===== src/verilog/wcam_defs.svh =====
// Offsets, field positions, reset values and timing counts of the alarm monitor
`ifndef WCAM_DEFS_SVH
`define WCAM_DEFS_SVH
// Register word offsets (byte addresses)
`define WCAM_OFF_NOCYC    8'h00
`define WCAM_OFF_COMM     8'h04
`define WCAM_OFF_HW       8'h08
`define WCAM_OFF_CTRL     8'h0C
`define WCAM_OFF_CLEAR    8'h10
`define WCAM_OFF_STATUS   8'h14
`define WCAM_OFF_TIMEOUT  8'h18
`define WCAM_OFF_RFTIME   8'h1C
// Alarm bit positions (common to every group)
`define WCAM_BIT1 1
`define WCAM_BIT2 2
`define WCAM_BIT3 3
`define WCAM_BIT4 4
`define WCAM_BIT5 5
`define WCAM_BIT6 6
`define WCAM_BIT7 7
// Control register fields
`define WCAM_CTRL_EXT_EN   0
`define WCAM_CTRL_ILK_EN   1
`define WCAM_CTRL_RF_EN    2
`define WCAM_CTRL_PU_LSB   4
`define WCAM_CTRL_RESET    32'h0000_0000
// Horn numbers accepted for switching
`define WCAM_HORN_COUNT    16
// System time-out in milliseconds and its cycle count at 100 MHz
`define WCAM_TIMEOUT_MS    1
`define WCAM_CLK_MHZ       100
`define WCAM_TIMEOUT_CYC   (`WCAM_TIMEOUT_MS * 1000 * `WCAM_CLK_MHZ)
// Default switch feedback time in cycles
`define WCAM_RFTIME_RESET  32'h0000_03E8
`endif


===== src/verilog/wcam_pkg.sv =====
// Types of the alarm monitor
package wcam_pkg;
    // Weld cycle phases, Gray coded from IDLE through ULS, TRIG and EXT to WELD
    typedef enum logic [2:0] {
        WCAM_IDLE = 3'b000,
        WCAM_ULS  = 3'b001,
        WCAM_TRIG = 3'b011,
        WCAM_EXT  = 3'b010,
        WCAM_WELD = 3'b110
    } wcam_phase_t;
    // Power-up action after line voltage returns
    typedef enum logic [1:0] {
        WCAM_PU_NONE = 2'b00,
        WCAM_PU_SEEK = 2'b01,
        WCAM_PU_SCAN = 2'b10
    } wcam_pu_t;
endpackage


===== src/verilog/wcam_monitor.sv =====
// Weld cycle alarm monitor with Wishbone register access
`timescale 1ns/10ps
`include "wcam_defs.svh"
module wcam_monitor #(
    parameter int TIMEOUT_CYC = `WCAM_TIMEOUT_CYC
) (
    input wire logic clk_i,
    input wire logic rst_i,
    // Wishbone slave
    input wire logic cyc_i,
    input wire logic stb_i,
    input wire logic we_i,
    input wire logic [7:0] adr_i,
    input wire logic [3:0] sel_i,
    input wire logic [31:0] dat_i,
    output logic [31:0] dat_o,
    output logic ack_o,
    // Cycle inputs
    input wire logic cycle_start_i,
    input wire logic upper_limit_switch_i,
    input wire logic trigger_i,
    input wire logic ext_delay_i,
    input wire logic interlock_i,
    input wire logic part_present_i,
    input wire logic rf_feedback_i,
    input wire logic [7:0] horn_number_i,
    // Fault conditions
    input wire logic serial_fail_i,
    input wire logic display_comm_fail_i,
    input wire logic fieldbus_present_i,
    input wire logic fieldbus_ok_i,
    input wire logic display_nvram_fail_i,
    input wire logic main_nvram_fail_i,
    input wire logic sdram_fail_i,
    input wire logic display_link_fail_i,
    input wire logic dcb_link_fail_i,
    input wire logic line_lost_i,
    input wire logic aux_24v_ok_i,
    // Results
    output logic cycle_active_o,
    output logic cycle_abort_o,
    output logic start_blocked_o,
    output logic [7:0] drive_status_word_o,
    output logic powerup_go_o,
    output wcam_pkg::wcam_pu_t powerup_action_o
);
    import wcam_pkg::*;

    ////////////////////////////////////////////////////////////////////////////
    // State
    typedef struct packed {
        wcam_phase_t phase;   // Cycle phase
        logic [31:0] cnt;     // Time-out counter
        logic [31:0] rf_cnt;  // Switch feedback counter
        logic rf_wait;        // Waiting on feedback
        logic [7:0] nocyc;    // No-cycle group
        logic fb_seen;        // Fieldbus present at power-on
        logic por_done;       // Power-on sampling done
        logic [31:0] ctrl;    // Control register
        logic [31:0] tmo;     // System time-out
        logic [31:0] rftime;  // Feedback time
        logic line_was;       // Line loss flag last cycle
        logic abort;          // Abort pulse
        logic pu_go;          // Power-up pulse
        logic [31:0] rdata;   // Read data
        logic ack;            // Bus ack
    } wcam_state_t;

    wcam_state_t st_reg;
    wcam_state_t st_next;

    // Fault-gated groups
    logic [7:0] comm_fault;
    logic [7:0] hw_fault;
    logic [7:0] comm_flags;
    logic [7:0] hw_flags;
    logic [7:0] clr_comm;
    logic [7:0] clr_hw;
    logic bus_wr;
    logic start_ok;
    logic any_abort;

    ////////////////////////////////////////////////////////////////////////////
    // Fault levels
    always_comb begin
        comm_fault = 8'h00;
        hw_fault = 8'h00;
        comm_fault[`WCAM_BIT1] = serial_fail_i;
        comm_fault[`WCAM_BIT2] = display_comm_fail_i;
        comm_fault[`WCAM_BIT3] = st_reg.fb_seen && !fieldbus_ok_i;
        hw_fault[`WCAM_BIT1] = display_nvram_fail_i;
        hw_fault[`WCAM_BIT2] = main_nvram_fail_i;
        hw_fault[`WCAM_BIT3] = sdram_fail_i;
        hw_fault[`WCAM_BIT4] = display_link_fail_i;
        hw_fault[`WCAM_BIT5] = dcb_link_fail_i;
        hw_fault[`WCAM_BIT6] = line_lost_i && aux_24v_ok_i;
    end

    assign bus_wr = cyc_i && stb_i && we_i && !st_reg.ack;
    assign clr_comm = (bus_wr && adr_i == `WCAM_OFF_CLEAR && sel_i[1]) ? dat_i[15:8] : 8'h00;
    assign clr_hw = (bus_wr && adr_i == `WCAM_OFF_CLEAR && sel_i[2]) ? dat_i[23:16] : 8'h00;

    ////////////////////////////////////////////////////////////////////////////
    // Latched communication and hardware bits
    genvar g;
    generate
        for (g = 0; g < 8; g++) begin : g_bits
            wcam_alarm_bit u_comm (
                .clk_i(clk_i),
                .rst_i(rst_i),
                .set_i(comm_fault[g]),
                .fault_i(comm_fault[g]),
                .clear_i(clr_comm[g]),
                .flag_o(comm_flags[g])
            );
            wcam_alarm_bit u_hw (
                .clk_i(clk_i),
                .rst_i(rst_i),
                .set_i(hw_fault[g]),
                .fault_i(hw_fault[g]),
                .clear_i(clr_hw[g]),
                .flag_o(hw_flags[g])
            );
        end
    endgenerate

    assign start_ok = cycle_start_i && (hw_flags == 8'h00);

    ////////////////////////////////////////////////////////////////////////////
    // Next state
    always_comb begin
        logic [7:0] nset;
        logic [7:0] nclr;
        nset = 8'h00;
        nclr = 8'h00;
        st_next = st_reg;
        st_next.abort = 1'b0;
        st_next.pu_go = 1'b0;
        st_next.ack = 1'b0;
        st_next.line_was = hw_flags[`WCAM_BIT6];
        // Power-on fieldbus sampling
        if (!st_reg.por_done) begin
            st_next.por_done = 1'b1;
            st_next.fb_seen = fieldbus_present_i;
        end
        // Cycle sequence
        unique case (st_reg.phase)
            WCAM_IDLE: begin
                if (start_ok) begin
                    st_next.phase = WCAM_ULS;
                    st_next.cnt = 32'h0000_0000;
                    if (st_reg.ctrl[`WCAM_CTRL_ILK_EN] && !interlock_i) begin
                        nset[`WCAM_BIT4] = 1'b1;
                    end
                    if (!part_present_i) begin
                        nset[`WCAM_BIT6] = 1'b1;
                    end
                    if (horn_number_i >= 8'(`WCAM_HORN_COUNT)) begin
                        nset[`WCAM_BIT7] = 1'b1;
                    end
                    st_next.rf_wait = st_reg.ctrl[`WCAM_CTRL_RF_EN];
                    st_next.rf_cnt = 32'h0000_0000;
                end
            end
            WCAM_ULS: begin
                st_next.cnt = st_reg.cnt + 32'h0000_0001;
                if (!upper_limit_switch_i) begin
                    st_next.phase = WCAM_TRIG;
                    st_next.cnt = 32'h0000_0000;
                end else if (st_reg.cnt >= st_reg.tmo) begin
                    nset[`WCAM_BIT1] = 1'b1;
                end
            end
            WCAM_TRIG: begin
                st_next.cnt = st_reg.cnt + 32'h0000_0001;
                if (trigger_i) begin
                    st_next.phase = st_reg.ctrl[`WCAM_CTRL_EXT_EN] ? WCAM_EXT : WCAM_WELD;
                    st_next.cnt = 32'h0000_0000;
                end else if (st_reg.cnt >= st_reg.tmo) begin
                    nset[`WCAM_BIT2] = 1'b1;
                end
            end
            WCAM_EXT: begin
                st_next.cnt = st_reg.cnt + 32'h0000_0001;
                if (ext_delay_i) begin
                    st_next.phase = WCAM_WELD;
                end else if (st_reg.cnt >= st_reg.tmo) begin
                    nset[`WCAM_BIT3] = 1'b1;
                end
            end
            WCAM_WELD: begin
                if (!cycle_start_i) begin
                    st_next.phase = WCAM_IDLE;
                end
            end
            default: begin
                st_next.phase = WCAM_IDLE;
            end
        endcase
        // Switch feedback timer
        if (st_reg.rf_wait) begin
            st_next.rf_cnt = st_reg.rf_cnt + 32'h0000_0001;
            if (rf_feedback_i) begin
                st_next.rf_wait = 1'b0;
            end else if (st_reg.rf_cnt >= st_reg.rftime) begin
                nset[`WCAM_BIT5] = 1'b1;
                st_next.rf_wait = 1'b0;
            end
        end
        // Abort on any group alarm
        // no-cycle abort
        // hardware abort
        // A cycle that ends naturally in this same cycle still counts as running
        if ((st_reg.phase != WCAM_IDLE || st_next.phase != WCAM_IDLE) &&
            ((nset | st_reg.nocyc) != 8'h00 || comm_flags != 8'h00 || hw_flags != 8'h00)) begin
            st_next.phase = WCAM_IDLE;
            st_next.rf_wait = 1'b0;
            st_next.abort = 1'b1;
        end
        if (st_reg.line_was && !hw_flags[`WCAM_BIT6]) begin
            st_next.pu_go = 1'b1;
        end
        // Bus access
        if (cyc_i && stb_i && !st_reg.ack) begin
            st_next.ack = 1'b1;
            st_next.rdata = 32'h0000_0000;
            if (we_i) begin
                unique case (adr_i)
                    `WCAM_OFF_CTRL: st_next.ctrl = dat_i;
                    `WCAM_OFF_TIMEOUT: st_next.tmo = dat_i;
                    `WCAM_OFF_RFTIME: st_next.rftime = dat_i;
                    `WCAM_OFF_CLEAR: nclr = sel_i[0] ? dat_i[7:0] : 8'h00;
                    default: begin
                    end
                endcase
            end else begin
                unique case (adr_i)
                    `WCAM_OFF_NOCYC: st_next.rdata = {24'h000000, st_reg.nocyc};
                    `WCAM_OFF_COMM: st_next.rdata = {24'h000000, comm_flags};
                    `WCAM_OFF_HW: st_next.rdata = {24'h000000, hw_flags};
                    `WCAM_OFF_CTRL: st_next.rdata = st_reg.ctrl;
                    `WCAM_OFF_STATUS: st_next.rdata = {29'h0, st_reg.phase};
                    `WCAM_OFF_TIMEOUT: st_next.rdata = st_reg.tmo;
                    `WCAM_OFF_RFTIME: st_next.rdata = st_reg.rftime;
                    default: st_next.rdata = 32'h0000_0000;
                endcase
            end
        end
        st_next.nocyc = ((st_reg.nocyc & ~nclr) | nset) & 8'hFE;
    end

    ////////////////////////////////////////////////////////////////////////////
    // State register
    always_ff @(posedge clk_i) begin
        if (rst_i) begin
            st_reg <= '0;
            st_reg.phase <= WCAM_IDLE;
            st_reg.ctrl <= `WCAM_CTRL_RESET;
            st_reg.tmo <= 32'(TIMEOUT_CYC);
            st_reg.rftime <= `WCAM_RFTIME_RESET;
        end else begin
            st_reg <= st_next;
        end
    end

    ////////////////////////////////////////////////////////////////////////////
    // Outputs
    assign dat_o = st_reg.rdata;
    assign ack_o = st_reg.ack;
    assign cycle_active_o = (st_reg.phase != WCAM_IDLE);
    assign cycle_abort_o = st_reg.abort;
    assign start_blocked_o = (hw_flags != 8'h00);
    assign drive_status_word_o = {7'h00, hw_flags[`WCAM_BIT6]};
    assign powerup_go_o = st_reg.pu_go;
    assign powerup_action_o = wcam_pu_t'(st_reg.ctrl[`WCAM_CTRL_PU_LSB +: 2]);
    assign any_abort = st_reg.abort;

    ////////////////////////////////////////////////////////////////////////////
    // Assertions
    a_hw_blocks: assert property (@(posedge clk_i) disable iff (rst_i)
        (st_reg.phase == WCAM_IDLE && hw_flags != 8'h00) |=> st_reg.phase == WCAM_IDLE)
        else $error("cycle started during hardware alarm");
    a_hw_abort: assert property (@(posedge clk_i) disable iff (rst_i)
        (st_reg.phase != WCAM_IDLE && hw_flags != 8'h00) |=> any_abort)
        else $error("hardware alarm did not abort");
    a_comm_abort: assert property (@(posedge clk_i) disable iff (rst_i)
        (st_reg.phase != WCAM_IDLE && comm_flags != 8'h00) |=> st_reg.phase == WCAM_IDLE)
        else $error("communication alarm did not abort");
    a_uls_tmo: assert property (@(posedge clk_i) disable iff (rst_i)
        (st_reg.phase == WCAM_ULS && upper_limit_switch_i && st_reg.cnt >= st_reg.tmo)
        |=> st_reg.nocyc[`WCAM_BIT1])
        else $error("limit switch time-out missed");
    a_trig_tmo: assert property (@(posedge clk_i) disable iff (rst_i)
        (st_reg.phase == WCAM_TRIG && !trigger_i && st_reg.cnt >= st_reg.tmo)
        |=> st_reg.nocyc[`WCAM_BIT2] ##1 st_reg.phase == WCAM_IDLE)
        else $error("trigger time-out missed");
    a_nocyc_abort: assert property (@(posedge clk_i) disable iff (rst_i)
        (st_reg.phase != WCAM_IDLE && (st_next.nocyc & ~st_reg.nocyc) != 8'h00)
        |=> st_reg.phase == WCAM_IDLE && any_abort)
        else $error("no-cycle alarm did not abort");
    a_fb_quiet: assert property (@(posedge clk_i) disable iff (rst_i)
        (st_reg.por_done && !st_reg.fb_seen) |-> !comm_flags[`WCAM_BIT3])
        else $error("absent fieldbus raised alarm");
    a_hw_hold: assert property (@(posedge clk_i) disable iff (rst_i)
        hw_fault[`WCAM_BIT6] |=> hw_flags[`WCAM_BIT6] [*1])
        else $error("line alarm not held");
    a_estop_flag: assert property (@(posedge clk_i) disable iff (rst_i)
        hw_flags[`WCAM_BIT6] |-> drive_status_word_o[0])
        else $error("emergency stop flag missing");
    a_pu_go: assert property (@(posedge clk_i) disable iff (rst_i)
        $fell(hw_flags[`WCAM_BIT6]) |=> powerup_go_o)
        else $error("power-up action not started");
    c_abort: cover property (@(posedge clk_i) disable iff (rst_i) any_abort);
    c_weld: cover property (@(posedge clk_i) disable iff (rst_i) st_reg.phase == WCAM_WELD);
    c_line: cover property (@(posedge clk_i) disable iff (rst_i) powerup_go_o);
endmodule // wcam_monitor


===== src/verilog/wcam_alarm_bit.sv =====
// One latched alarm bit with fault-gated clear
`timescale 1ns/10ps
module wcam_alarm_bit (
    input wire logic clk_i,
    input wire logic rst_i,
    input wire logic set_i,
    input wire logic fault_i,
    input wire logic clear_i,
    output logic flag_o
);
    // Latched flag
    logic flag_reg;
    logic flag_next;
    // Set wins; clear only once fault is gone
    always_comb begin
        flag_next = flag_reg;
        if (set_i) begin
            flag_next = 1'b1;
        end else if (clear_i && !fault_i) begin
            flag_next = 1'b0;
        end
    end
    // Register
    always_ff @(posedge clk_i) begin
        if (rst_i) begin
            flag_reg <= 1'b0;
        end else begin
            flag_reg <= flag_next;
        end
    end
    assign flag_o = flag_reg;
endmodule // wcam_alarm_bit


===== config.mk =====
export PLATFORM = sky130hd
export DESIGN_NAME = wcam_monitor
export DESIGN_NICKNAME = d
export VERILOG_FILES = /design/src/verilog/wcam_pkg.sv /design/src/verilog/wcam_monitor.sv /design/src/verilog/wcam_alarm_bit.sv
export VERILOG_INCLUDE_DIRS = /design/src /design/src/verilog
export SDC_FILE = /design/constraint.sdc
export NUM_CORES = 1
export LEC_CHECK = 0
export BUFFER_PORTS_ARGS = -buffer_cell sky130_fd_sc_hd__buf_2
export CELL_PAD_IN_SITES_DETAIL_PLACEMENT = 0
export CELL_PAD_IN_SITES_GLOBAL_PLACEMENT = 1
export CORE_MARGIN = 5
export CORE_UTILIZATION = 44
export DETAILED_ROUTE_END_ITERATION = 10
export PLACE_DENSITY_LB_ADDON = 0.15
export SYNTH_ARGS = -nofsm -noshare
export SYNTH_HDL_FRONTEND = slang
export SYNTH_SLANG_ARGS = --single-unit

===== constraint.sdc =====
create_clock -name clk_i -period 3.1 [get_ports clk_i]
set_input_delay 0.31 -clock clk_i [delete_from_list [all_inputs] [get_ports clk_i]]
set_output_delay 0.31 -clock clk_i [all_outputs]
set_load 0.03 [all_outputs]

==> results.md <==
- Status: finished clean
- Post-synth top area cell: dfxtp_1
- Sw Share: between 20% and 30%
- Synth Warn #: 0
- Synth cell types: 65
- Worst reg2reg path depth: 8
- CTS Root Cell: clkbuf_16
- Wire per inst: 18.6 um
- I/O pin count: between 100 and 150
- Syn Std Cell Area: about 11000 um2
- Core box area: about 25000 um2
- Max cap viols: 0
- Fmax: ~370 MHz
- FILL cells: ~2600
- Crit path kind: register to register
- Net Sw Power: 0.00140 W
- Num rows: 58
- H-tree Lvls: 1
- Fin nets: about 1700
- Grt ovf: 0
- Synth top area share: 39.2%
- CP Capture Type: register
- Final worst-path cycle share: 87.5%
- Count leader, synth: nand2_1
- Unrepaired setup endpoints after global routing: false
- Yosys reg bits: between 200 and 250
- Register Area: 4360 um2
- Ys async rst share: 0%
- Num CTS Buffers: 25
- Rel. slew slack: approximately 19%
- Post-synth EDFFs: 0
- Drt total wl: 34600 um
- GP Congestion: around 0.9
- Required time worst endpoint: 3470 ps
- CTS tree: built
- Clock Sink Count: approximately 220
- DRC: 0
- Port buffer count: between 100 and 150
- Gate Count Post-Synth: roughly 1500
- Pwr/cell area: 474 nW/um2
- Initial Util: between 40% and 50%
- CP Launch Type: register
- Pin count of the biggest net entering global routing: between 200 and 250
- Hold path start: main_nvram_fail_i
- Fin cells: ~1900
- Share of layout cells above drive strength 1: a little over an eighth
- Max Buffers Root-to-Sink: 3
- Multi-input gate area: just under 6000 um2
- Pint: about 0.0046 W
- Top cells by count, synth: nand2_1, a21oi_1, dfxtp_1
- Most common flop cell mapped by yosys: dfxtp_1
- Reg2reg setup slack: a little under 400 ps
- Synth Area per Inst: ~7.6 um2
- Dpl cells: 1813
- Post-CTS setup buffer count: 0
- Slew Limit Fails: 0
- Min-delay worst type: primary input to register
- Crit path DAT: 3080 ps
- Worst Max-Slew Pin Slew: between 1000 and 1500 ps
- Worst Hold Depth: 3
- Post-synthesis sequential area ratio: slightly below 40%
- Fin. Hold Viols: 0
- CP max FO: 8
- Initial antenna violation count: 0
- Die W: around 170 um
- R2r endpoint: st_reg[199]
- Hold Crit Endpoint: g_bits[2].u_hw.flag_o
- Layout Skew: between 9 and 10 ps
- Clock slew at reported path FFs: roughly 60 ps
- Maximum VDD drop: between 0.4 and 0.5 mV
- First-pass GRT wire length: around 55000 um
- Overall fraction of global-route tracks in use: 23.6%
- Post-Route Utilization: about half
- Drt first pass iters: 6
- Hpwl dp: around 24000 um
- Shortest period the worst path allows: 2710 ps
- Ant. Diodes: 0
- R2R Path Start: st_reg[176]
- DR vias: 10500
- Synth-to-layout area growth: 13.1%
- DIE HEIGHT: about 170 um
- Via/cell ratio: 5.63
- Number of global-route vias before repair: 9833
- Ranking of synthesized cells by area: dfxtp_1, a21oi_1, nand2_1
- Die ar.: 28600 um2
- Combinational share of power: roughly 5.3%
- Clock power frac: 47.1%
- Setup TNS: 0 ps
- Sequential share of power: a little under half
- Later-pin clock latency in the skew report: 530 ps
- LEAKAGE: 4.64 nW
- Largest register FFs: 172
- Number of DRC markers in iteration 0: ~980
- Setup Viol. Count Final: 0
- Antenna Nets Post-Route: 0
[through the flow]
stage               instance area [um2]  setup slack (ps)  hold slack (ps)  total power, W
floorplan                         11200               772              427         0.00306
global placement                  11800               256              442         0.00321
detailed placement                11800               283              448         0.00321
CTS                               12600               254            0.974         0.00603
global route                      12600               156             18.0         0.00619
finish                            12600               386             11.2         0.00597
[kinds of logic after synthesis]
family	after synthesis	synth area share, %
compound gates	393	20.9
fa+ha+maj	66	7.41
buf+inv	196	8.13
flops	218	39.2
mux	3	0.281
other cells	1	0.0336
simple gates	582	24.1
[how the worst max path moves through the flow]
stage                                     start  depth (start not counted)           to  slack (ps)
after floorplan                     st_reg[176]                          9  st_reg[199]         770
after global placement    g_bits[5].u_hw.flag_o                          9  st_reg[173]         260
after detailed placement  g_bits[5].u_hw.flag_o                          9  st_reg[173]         280
after CTS                 g_bits[5].u_hw.flag_o                          9  st_reg[173]         250
after global routing                st_reg[176]                          8  st_reg[199]         160
final                               st_reg[176]                          8  st_reg[199]         390
[layout by cell type, fill, tap and decap left out, types with 4 or more instances in the layout]
cell | synthesis | routed
nand2_1 | 275 | 275
a21oi_1 | 231 | 231
dfxtp_1 | 218 | 218
nor2_1 | 119 | 118
buf_2 | 4 | 108
inv_1 | 74 | 74
ha_1 | 66 | 66
o21ai_0 | 37 | 37
a22oi_1 | 37 | 37
nand3_1 | 35 | 35
buf_4 | 42 | 27
clkbuf_16 | 0 | 25
o211ai_1 | 24 | 24
nand4_1 | 22 | 22
nor3_1 | 24 | 20
and3_1 | 18 | 18
or3_1 | 16 | 16
a222oi_1 | 14 | 14
or2_2 | 12 | 12
a31oi_1 | 11 | 11
nor4_1 | 12 | 10
clkbuf_1 | 74 | 9
a21o_1 | 8 | 8
conb_1 | 1 | 7
nand3b_1 | 6 | 6
or4_1 | 6 | 6
a311oi_1 | 6 | 6
nor3_2 | 1 | 5
nand4b_1 | 5 | 5
nor3b_1 | 5 | 5
nor4_2 | 2 | 4
and2_1 | 4 | 4
a211oi_1 | 4 | 4
o21a_1 | 4 | 4
clkbuf_8 | 0 | 4
dlygate4sd3_1 | 0 | 4
[repair_timing]
action	in CTS	in global routing
gates resized for setup	0	1
setup endpoints to repair	0	4
endpoints found under the hold margin	4	0
hold buffers	4	0
[layer usage]
layer | global-route usage (%) | wire length [um]
met5 | 0 | 0
met4 | 4.90 | 651
met3 | 5.64 | 2490
met2 | 37.1 | 15400
met1 | 33.3 | 16000
[critical path: stages (launching register included)]
cell,delay (ps)
dfxtp_1,390
ha_1,230
nand3_1,110
or4_1,630
nor4_2,390
and4_1,440
a21oi_1,110
o21ai_0,180
a21oi_1,80
[cell type report]
type                       count  share of cell area [%]
multi-input combinational   1051                    47.1
sequential                   218                    34.6
timing repair buffer         143                    6.78
clock buffer                  38                    5.67
tap                          330                    3.28
inverter                      75                    2.23
clock inverter                 3                   0.347
[power groups by stage]
stage | Sequential, W | Combinational, W | Clock [W]
2_1_floorplan | 0.00289 | 0.000170 | 0
3_3_place_gp | 0.00290 | 0.000314 | 0
3_5_place_dp | 0.00290 | 0.000315 | 0
4_1_cts | 0.00284 | 0.000320 | 0.00287
5_1_grt | 0.00284 | 0.000351 | 0.00300
6_report | 0.00284 | 0.000319 | 0.00281
Note: power is estimated with default switching activity, not from simulation.
